[src/design/ppm_pkg.sv]
/*
  Package for the power-management capability block: register offsets,
  field positions, reset values, power-state codes and carrier structs.
  Assumes a configuration-access port on the PCI clock.
*/
package ppm_pkg;

  // Configuration offsets of the two registers.
  localparam logic [7:0] PPM_OFF_CAP_HEADER = 8'hc0;
  localparam logic [7:0] PPM_OFF_CTRL_STAT  = 8'hc4;

  // Header fields, all read-only.
  localparam int         PPM_CLK_INDEP_BIT  = 19;
  localparam logic       PPM_CLK_INDEP_VAL  = 1'b0;
  localparam int         PPM_REV_LSB        = 16;
  localparam logic [2:0] PPM_REV_VAL        = 3'h2;
  localparam int         PPM_NEXT_LSB       = 8;
  localparam logic [7:0] PPM_NEXT_VAL       = 8'h00;
  localparam int         PPM_CAPABILITY_IDENTIFIER_LSB      = 0;
  localparam logic [7:0] PPM_CAPABILITY_IDENTIFIER_VAL      = 8'h01;
  localparam int         PPM_COLD_BIT       = 31;

  // Control/status fields.
  localparam int         PPM_WAKE_STAT_BIT  = 15;
  localparam int         PPM_SCALE_LSB      = 13;
  localparam logic [1:0] PPM_SCALE_VAL      = 2'h0;
  localparam int         PPM_POWER_DATA_SELECT_LSB       = 9;
  localparam logic [3:0] PPM_POWER_DATA_SELECT_RST       = 4'h0;
  localparam int         PPM_WAKE_EN_BIT    = 8;
  localparam int         PPM_PSTATE_LSB     = 0;

  // Power states.
  typedef enum logic [1:0] {
    PPM_D0   = 2'h0,
    PPM_D1   = 2'h1,
    PPM_D2   = 2'h2,
    PPM_D3H  = 2'h3
  } ppm_pstate_e;

  // Configuration access request.
  typedef struct packed {
    logic        rd;
    logic        wr;
    logic [7:0]  addr;
    logic [3:0]  be;
    logic [31:0] wdata;
  } ppm_req_s;

  // Sticky wake state, held on the power-up reset domain.
  typedef struct packed {
    logic wake_event_status;
    logic wake_signal_enable;
  } ppm_sticky_s;

endpackage

[src/design/ppm_capability.sv]
/*
  Power-management capability header and control/status register,
  reached over configuration reads and writes on the PCI clock.
  Assumes the request port is synchronous to clk and that wake events
  arrive as one-cycle pulses from logic on the same clock.
*/
// Behaviour
// - Header bit 19 reads 0: wake signalling needs no PCI clock.
// - Version field bits 18:16 reads 010b.
// - Next capability pointer bits 15:8 always reads 00h.
// - Capability identifier bits 7:0 always reads 01h.
// - A wake event sets the status flag regardless of the enable.
// - Status flag survives soft resets only with cold-wake support.
// - The enable bit allows wake output; cleared suppresses it.
// - Enable survives soft resets only with cold-wake support.
// - Data scale field is read-only zero.
// - Data select is read-write four bits, reset to zero.
// - Cold-wake support needs aux power high and the stored option.
`timescale 1ns/1ps
`default_nettype none
module ppm_capability
  import ppm_pkg::*;
#(
  parameter logic [3:0] SUPPORTED_STATES = 4'hf
)
(
  // Clock and resets.
  input  wire logic        clk,
  input  wire logic        resetn,
  input  wire logic        por_n,
  input  wire logic        soft_reset,
  // Configuration access.
  input  wire ppm_req_s    req,
  output logic [31:0]      rdata,
  output logic             ack,
  // Straps and events.
  input  wire logic        aux_power_detect,
  input  wire logic        cold_support_option,
  input  wire logic        wake_event,
  // Status outputs.
  output logic             wake_out_n,
  output logic [1:0]       power_state,
  output logic             cold_wake_support
);

  // D0 is the reset state, so a build that cannot enter it is refused.
  if (SUPPORTED_STATES[0] != 1'b1)
  begin : g_no_d0
    $error("D0 must always be supported");
  end

  // All registers of the block but the sticky and strap bits in one word. The read data is held in a
  // register so that the answer stands for a whole cycle and does not
  // ripple with the request lines.
  typedef struct packed {
    logic [31:0] rdata;
    logic        ack;
    logic [3:0]  power_data_select;
    logic [1:0]  pstate;
    logic        wake_n;
    logic        rst_d;
  } ppm_state_s;

  ppm_state_s  st;
  ppm_state_s  next_st;
  ppm_sticky_s sticky;
  logic        cold;
  logic        hit_cs;
  logic        hit_hdr;
  logic        wr_cs;
  logic        func_reset;
  logic [31:0] hdr_word;
  logic [31:0] cs_word;

  ////////////////////////////////////////////////////////////////////////
  // Strap capture runs during hardware reset; the strap module is held
  // on the power-up reset so the result stays valid until the release.
  // Limitation: the pin passes two flip-flops first, so power-up reset
  // must end at least two cycles before hardware reset does, or the
  // strap reads low.
  ppm_strap u_strap (
    .clk                 (clk),
    .resetn              (por_n),
    .in_reset            (st.rst_d),
    .aux_power_detect    (aux_power_detect),
    .cold_support_option (cold_support_option),
    .cold_wake_support   (cold)
  );

  // Hardware reset is seen by the sticky bits as a synchronous clear.
  assign func_reset = st.rst_d | soft_reset;

  // Only the low address byte is decoded; the rest of the configuration
  // space lives elsewhere and never reaches this port.
  assign hit_cs  = (req.addr == PPM_OFF_CTRL_STAT);
  assign hit_hdr = (req.addr == PPM_OFF_CAP_HEADER);
  assign wr_cs   = req.wr & hit_cs;

  // The sticky bits sit on the power-up reset. Status and enable share
  // byte lane 1, so one lane enable qualifies both.
  ppm_sticky u_sticky (
    .clk               (clk),
    .por_n             (por_n),
    .func_reset        (func_reset),
    .cold_wake_support (cold),
    .wake_event        (wake_event),
    .clr_status        (wr_cs & req.be[1] & req.wdata[PPM_WAKE_STAT_BIT]),
    .en_we             (wr_cs & req.be[1]),
    .en_wdata          (req.wdata[PPM_WAKE_EN_BIT]),
    .sticky            (sticky)
  );

  ////////////////////////////////////////////////////////////////////////
  // Read images of both registers.
  always_comb
  begin
    hdr_word = '0;
    hdr_word[PPM_COLD_BIT] = cold;
    hdr_word[PPM_CLK_INDEP_BIT] = PPM_CLK_INDEP_VAL;
    hdr_word[PPM_REV_LSB +: 3] = PPM_REV_VAL;
    hdr_word[PPM_NEXT_LSB +: 8] = PPM_NEXT_VAL;
    hdr_word[PPM_CAPABILITY_IDENTIFIER_LSB +: 8] = PPM_CAPABILITY_IDENTIFIER_VAL;
    cs_word = '0;
    cs_word[PPM_WAKE_STAT_BIT] = sticky.wake_event_status;
    cs_word[PPM_SCALE_LSB +: 2] = PPM_SCALE_VAL;
    cs_word[PPM_POWER_DATA_SELECT_LSB +: 4] = st.power_data_select;
    cs_word[PPM_WAKE_EN_BIT] = sticky.wake_signal_enable;
    cs_word[PPM_PSTATE_LSB +: 2] = st.pstate;
  end

  ////////////////////////////////////////////////////////////////////////
  // Register updates. Every access is acknowledged one cycle later,
  // including unmapped ones, which read zero.
  always_comb
  begin
    next_st = st;
    next_st.rst_d = 1'b0;
    next_st.ack = req.rd | req.wr;
    next_st.rdata = '0;
    if (req.rd && hit_hdr)
    begin
      next_st.rdata = hdr_word;
    end
    else if (req.rd && hit_cs)
    begin
      next_st.rdata = cs_word;
    end
    if (soft_reset)
    begin
      next_st.power_data_select = PPM_POWER_DATA_SELECT_RST;
      next_st.pstate = PPM_D0;
    end
    else if (wr_cs)
    begin
      if (req.be[1])
      begin
        next_st.power_data_select = req.wdata[PPM_POWER_DATA_SELECT_LSB +: 4];
      end
      if (req.be[0] && SUPPORTED_STATES[req.wdata[1:0]])
      begin
        next_st.pstate = req.wdata[PPM_PSTATE_LSB +: 2];
      end
    end
    // The output follows the registered sticky bits one cycle later.
    next_st.wake_n = ~(sticky.wake_event_status
                       & sticky.wake_signal_enable);
  end

  // Hardware reset returns every field to its default and raises the
  // reset marker, which clears the sticky bits on every edge while it is
  // high, up to the first edge after release, unless cold wake is supported.
  always_ff @(posedge clk or negedge resetn)
  begin
    if (!resetn)
    begin
      st        <= '0;
      st.rst_d  <= 1'b1;
      st.wake_n <= 1'b1;
      st.pstate <= PPM_D0;
      st.power_data_select   <= PPM_POWER_DATA_SELECT_RST;
    end
    else
    begin
      st <= next_st;
    end
  end

  // Every output comes straight from a flip-flop.
  assign rdata             = st.rdata;
  assign ack               = st.ack;
  assign wake_out_n        = st.wake_n;
  assign power_state       = st.pstate;
  assign cold_wake_support = cold;
endmodule
`default_nettype wire

[src/design/ppm_sticky.sv]
/*
  Wake status and wake enable bits. They live on the power-up reset and
  clear on hardware or software reset only when cold wake is absent.
*/
`timescale 1ns/1ps
`default_nettype none
module ppm_sticky
  import ppm_pkg::*;
(
  // Clock and power-up reset.
  input  wire logic  clk,
  input  wire logic  por_n,
  // Soft clearing request and cold-wake support.
  input  wire logic  func_reset,
  input  wire logic  cold_wake_support,
  // Events and writes.
  input  wire logic  wake_event,
  input  wire logic  clr_status,
  input  wire logic  en_we,
  input  wire logic  en_wdata,
  // State.
  output var ppm_sticky_s sticky
);

  ppm_sticky_s st;
  ppm_sticky_s next_st;

  ////////////////////////////////////////////////////////////////////////
  // A new event beats a simultaneous clear so no wake is lost.
  always_comb
  begin
    next_st = st;
    if (func_reset && !cold_wake_support)
    begin
      next_st = '0;
    end
    else
    begin
      if (clr_status)
      begin
        next_st.wake_event_status = 1'b0;
      end
      if (en_we)
      begin
        next_st.wake_signal_enable = en_wdata;
      end
    end
    if (wake_event)
    begin
      next_st.wake_event_status = 1'b1;
    end
  end

  always_ff @(posedge clk or negedge por_n)
  begin
    if (!por_n)
    begin
      st <= '0;
    end
    else
    begin
      st <= next_st;
    end
  end

  assign sticky = st;

endmodule
`default_nettype wire

[src/design/ppm_strap.sv]
/*
  Catches the auxiliary-power detect pin during reset and derives the
  cold-wake support bit. Assumes the pin is asynchronous to clk.
*/
`timescale 1ns/1ps
`default_nettype none
module ppm_strap
  import ppm_pkg::*;
(
  // Clock and reset.
  input  wire logic clk,
  input  wire logic resetn,
  input  wire logic in_reset,
  // Strap sources.
  input  wire logic aux_power_detect,
  input  wire logic cold_support_option,
  // Result.
  output logic      cold_wake_support
);

  typedef struct packed {
    logic s1;
    logic s2;
    logic cold;
  } ppm_strap_s;

  ppm_strap_s st;
  ppm_strap_s next_st;

  ////////////////////////////////////////////////////////////////////////
  // Sampling continues while reset is active, so the last value before
  // release is kept. A low pin forces the bit to zero.
  always_comb
  begin
    next_st    = st;
    next_st.s1 = aux_power_detect;
    next_st.s2 = st.s1;
    if (in_reset)
    begin
      next_st.cold = st.s2 & cold_support_option;
    end
  end

  always_ff @(posedge clk or negedge resetn)
  begin
    if (!resetn)
    begin
      st <= '0;
    end
    else
    begin
      st <= next_st;
    end
  end

  assign cold_wake_support = st.cold;

endmodule
`default_nettype wire

[config.mk]
export PLATFORM = sky130hd
export DESIGN_NAME = ppm_capability
export DESIGN_NICKNAME = d
export VERILOG_FILES = /design/src/design/ppm_pkg.sv /design/src/design/ppm_capability.sv /design/src/design/ppm_sticky.sv /design/src/design/ppm_strap.sv
export SDC_FILE = /design/constraint.sdc
export NUM_CORES = 1
export LEC_CHECK = 0
export ABC_CLOCK_PERIOD_IN_PS = 1100
export BUFFER_PORTS_ARGS = -buffer_cell sky130_fd_sc_hd__clkbuf_2
export CAP_MARGIN = 0
export CORE_MARGIN = 4
export CORE_UTILIZATION = 38
export DETAILED_ROUTE_END_ITERATION = 8
export PLACE_DENSITY = 0.86
export SYNTH_ARGS = -nofsm -noshare
export SYNTH_HDL_FRONTEND = slang
export SYNTH_SLANG_ARGS = --single-unit
[constraint.sdc]
create_clock -name clk -period 1.1 [get_ports clk]
set_input_delay 0.11 -clock clk [delete_from_list [all_inputs] [get_ports clk]]
set_output_delay 0.11 -clock clk [all_outputs]
set_load 0.005 [all_outputs]
==> flow_metrics.env <==
export IMPL_cts_max_path_buffers=2
export IMPL_clock_latency_ns=0.31
export IMPL_worstPathMaxFanout=1
export IMPL_cp_start_kind="flop"
export IMPL_mappedNetlistArea_mm2=0.00112
export IMPL_number_of_max_cap_violations=0
export IMPL_most_area_consuming_cells_after_synthesis="sky130_fd_sc_hd__dfrtp_1 49%, sky130_fd_sc_hd__buf_4 16%, sky130_fd_sc_hd__dfstp_2 4.7%, sky130_fd_sc_hd__o31ai_1 4.7%, sky130_fd_sc_hd__nand4_1 4.5%"
export IMPL_critPathBufInv=1
export IMPL_post_route_cells_drive_above_1_share_pct=36.9
export IMPL_gr_usage_all_layers_pct=11.8
export IMPL_number_of_antenna_violations_at_the_first_check_in_global_routing=0
export IMPL_number_of_cts_inserted_buffers=3
export IMPL_r2r_slack_ns=0.12
export IMPL_postSynth_asyncResetShare_pct=100
export IMPL_antenna_left=0
export IMPL_full_die_area_mm2=0.00389
export IMPL_total_clock_sinks=24
export IMPL_post_cts_repair_setup_buffers=0
export IMPL_reg2reg_from="st[0]$_DFF_PN1_"
export IMPL_hold_path_class="in2reg"
export IMPL_hold_viol=0
export IMPL_post_synth_top_area_cell="sky130_fd_sc_hd__dfrtp_1"
export IMPL_rsz0062_at_grt="no"
export IMPL_synth_edf_count=0
export IMPL_crit_path_cell_trace="clkbuf_2"
export IMPL_most_used_standard_cell_by_instance_count_after_synthesis="sky130_fd_sc_hd__buf_4"
export IMPL_fraction_of_post_synthesis_cell_area_in_the_top_cell_type_by_area_pct=49.0
export IMPL_ys_flop_type="sky130_fd_sc_hd__dfrtp_1"
export IMPL_critical_path_class="reg2out"
export IMPL_setup_viol_count_final=0
export IMPL_run_status="complete, no violations"
export IMPL_cp_slowest_cell="sky130_fd_sc_hd__dfstp_2"
export IMPL_ctsResizeCount=0
export IMPL_report_final_slew_viol_count=0
export IMPL_drt_drc_violations_left=0
export IMPL_fin_nets=203
export IMPL_cts_hold_repair_buffers=4
export IMPL_synthesized_area_per_cell_um2=11.0
export IMPL_powerDensity_mw_per_mm2=1220
export IMPL_tritoncts_clock_tree="yes"
export IMPL_routed_via_density=4.77
export IMPL_rows=19
export IMPL_maxClockFrequency_mhz=953
export IMPL_fin_skew_ns=0.00170
export IMPL_path_delay_family="flip-flops"
export IMPL_die_width_um=62.4
export IMPL_routabilityCongestion=0.864
export IMPL_finalSetupTns_ns=0
export IMPL_clk_root_buffer_cell="sky130_fd_sc_hd__clkbuf_4"
export IMPL_leakagePower_uw=0.000713
export IMPL_dp_final_hpwl_um=1820
export IMPL_die_height_um=62.4
export IMPL_cts_htree_levels=1
export IMPL_detailedRoute_firstIterationViolations=30
export IMPL_synthDistinctLibCells=25
export IMPL_cts_reportedPaths_clkPinSlew_ns=0.12
export IMPL_worst_endpoint_arrival_ns=0.94
export IMPL_number_of_iterations_in_the_first_detailed_routing_pass=4
export IMPL_first_global_vias=802
export IMPL_yosys_register_bits=24
export IMPL_cp_end_kind="output port"
export IMPL_synth_cells_most_frequent="24 x sky130_fd_sc_hd__buf_4, 22 x sky130_fd_sc_hd__dfrtp_1, 8 x sky130_fd_sc_hd__nand4_1"
export IMPL_grt_first_pass_wirelength_um=3730
export IMPL_routed_wirelength_um=2260
export IMPL_critPathMaxStageDelay_ns=0.54
export IMPL_area_growth_synth_to_final_pct=22.5
export IMPL_pin_count=90
export IMPL_post_synth_inst_count=102
export IMPL_layout_min_cycle_time_ns=1.05
export IMPL_input_output_buffers=41
export IMPL_report_power_total_uw=1680
export IMPL_worstPathRequired_ns=0.99
export IMPL_peakVddDrop_uv=941
export IMPL_floorplan_initialDensity_pct=40.4
export IMPL_holdCritStartpoint="req[45]"
export IMPL_yosysSeqAreaShare_pct=53.7
export IMPL_timing_final_crit_share_pct=95.4
export IMPL_num_vias=859
export IMPL_routed_wire_length_per_instance_um=12.6
export IMPL_cp_startpoint="wake_out_n$_DFF_PN1_"
export IMPL_ys_warnings_count=0
export IMPL_maximum_number_of_pins_on_one_net_before_global_route_repair=20
export IMPL_n_antenna_cell=0
export IMPL_placeableCoreArea_mm2=0.00278
export IMPL_globalRoute_totalOverflow=0
==> state kept, by name, indices dropped and copies added, names as in the netlist <==
name                       flops
wake_out_n                     1
u_strap.st                     1
u_strap.next_st                1
u_strap.cold_wake_support      1
rdata                         10
u_sticky.sticky                2
cs_word                        4
ack                            1
power_state                    2
st                             1
==> final cells by class <==
class / instances / area (µm²)
fill: 243 / 1410
sequential: 24 / 603
multi-input combinational: 71 / 407
timing repair buffer: 48 / 268
tap: 31 / 38.8
clock inverter: 1 / 30.0
clock buffer: 3 / 22.5
inverter: 2 / 7.51
==> cells by family (layout without fill, tap and decap cells) <==
| logic type | Yosys count | in the layout | share of synthesized area (%) |
|---|---|---|---|
| and+or+nand+nor | 30 | 30 | 18.0 |
| DFF | 24 | 24 | 53.7 |
| AOI/OAI and AO/OA | 18 | 18 | 10.1 |
| buffers and inverters | 29 | 54 | 17.8 |
| other | 1 | 23 | 0.334 |
==> stage by stage <==
| stage | worst slack [ns] | instances | hold slack (ns) | instance area, µm² | util, % |
|---|---|---|---|---|---|
| after global routing | 0.00546 | 180 | 0.0105 | 1380 | 49.5 |
| final | 0.0507 | 180 | 0.0170 | 1380 | 49.5 |
| after CTS | 0.0357 | 180 | 0.00734 | 1380 | 49.5 |
| after floorplan | -0.0440 | 124 | -0.186 | 1220 | - |
| after detailed placement | -0.177 | 172 | -0.0704 | 1280 | 46.2 |
| after global placement | -0.179 | 172 | -0.0711 | 1280 | 46.2 |
==> layout by cell type, fill, tap and decap left out, drive strengths merged, types with 2 or more instances in the layout <==
cell type    count
inv              2
buf              3
o21ai            2
dfrtp           22
o31ai            7
clkbuf          44
a21oi            7
nand4            8
dlygate4sd3      4
and2             7
nand3            4
and3             2
dfstp            2
conb            23
==> where the power goes <==
| group | switching [µW] | internal [µW] |
|---|---|---|
| logic | 93.6 | 65.9 |
| registers | 6.18 | 898 |
| clock network | 247 | 368 |
| total | 347 | 1330 |
==> per-layer routing <==
metal	GRT usage, %	share of wire (%)	wire length, µm	vias to the layer above
met5	0	0	0	-
met4	4.77	1.8	40	0
met3	3.78	14	316	6
met2	17.0	42	944	65
met1	16.3	42	961	381
li1	-	-	-	407
==> final timing paths <==
kind / to / depth (start not counted)
min in group asynchronous: u_strap.next_st[1]$_DFF_PN0_ / 2
worst min-delay path: ack$_DFF_PN0_ / 2
worst min register to register: u_strap.st[1]$_DFF_PN0_ / 0
worst max-delay path: wake_out_n / 1
max in group asynchronous: wake_out_n$_DFF_PN1_ / 2
worst max register to register: u_sticky.sticky[1]$_DFFE_PN0P_ / 2
(Power assumes the default switching activity.)
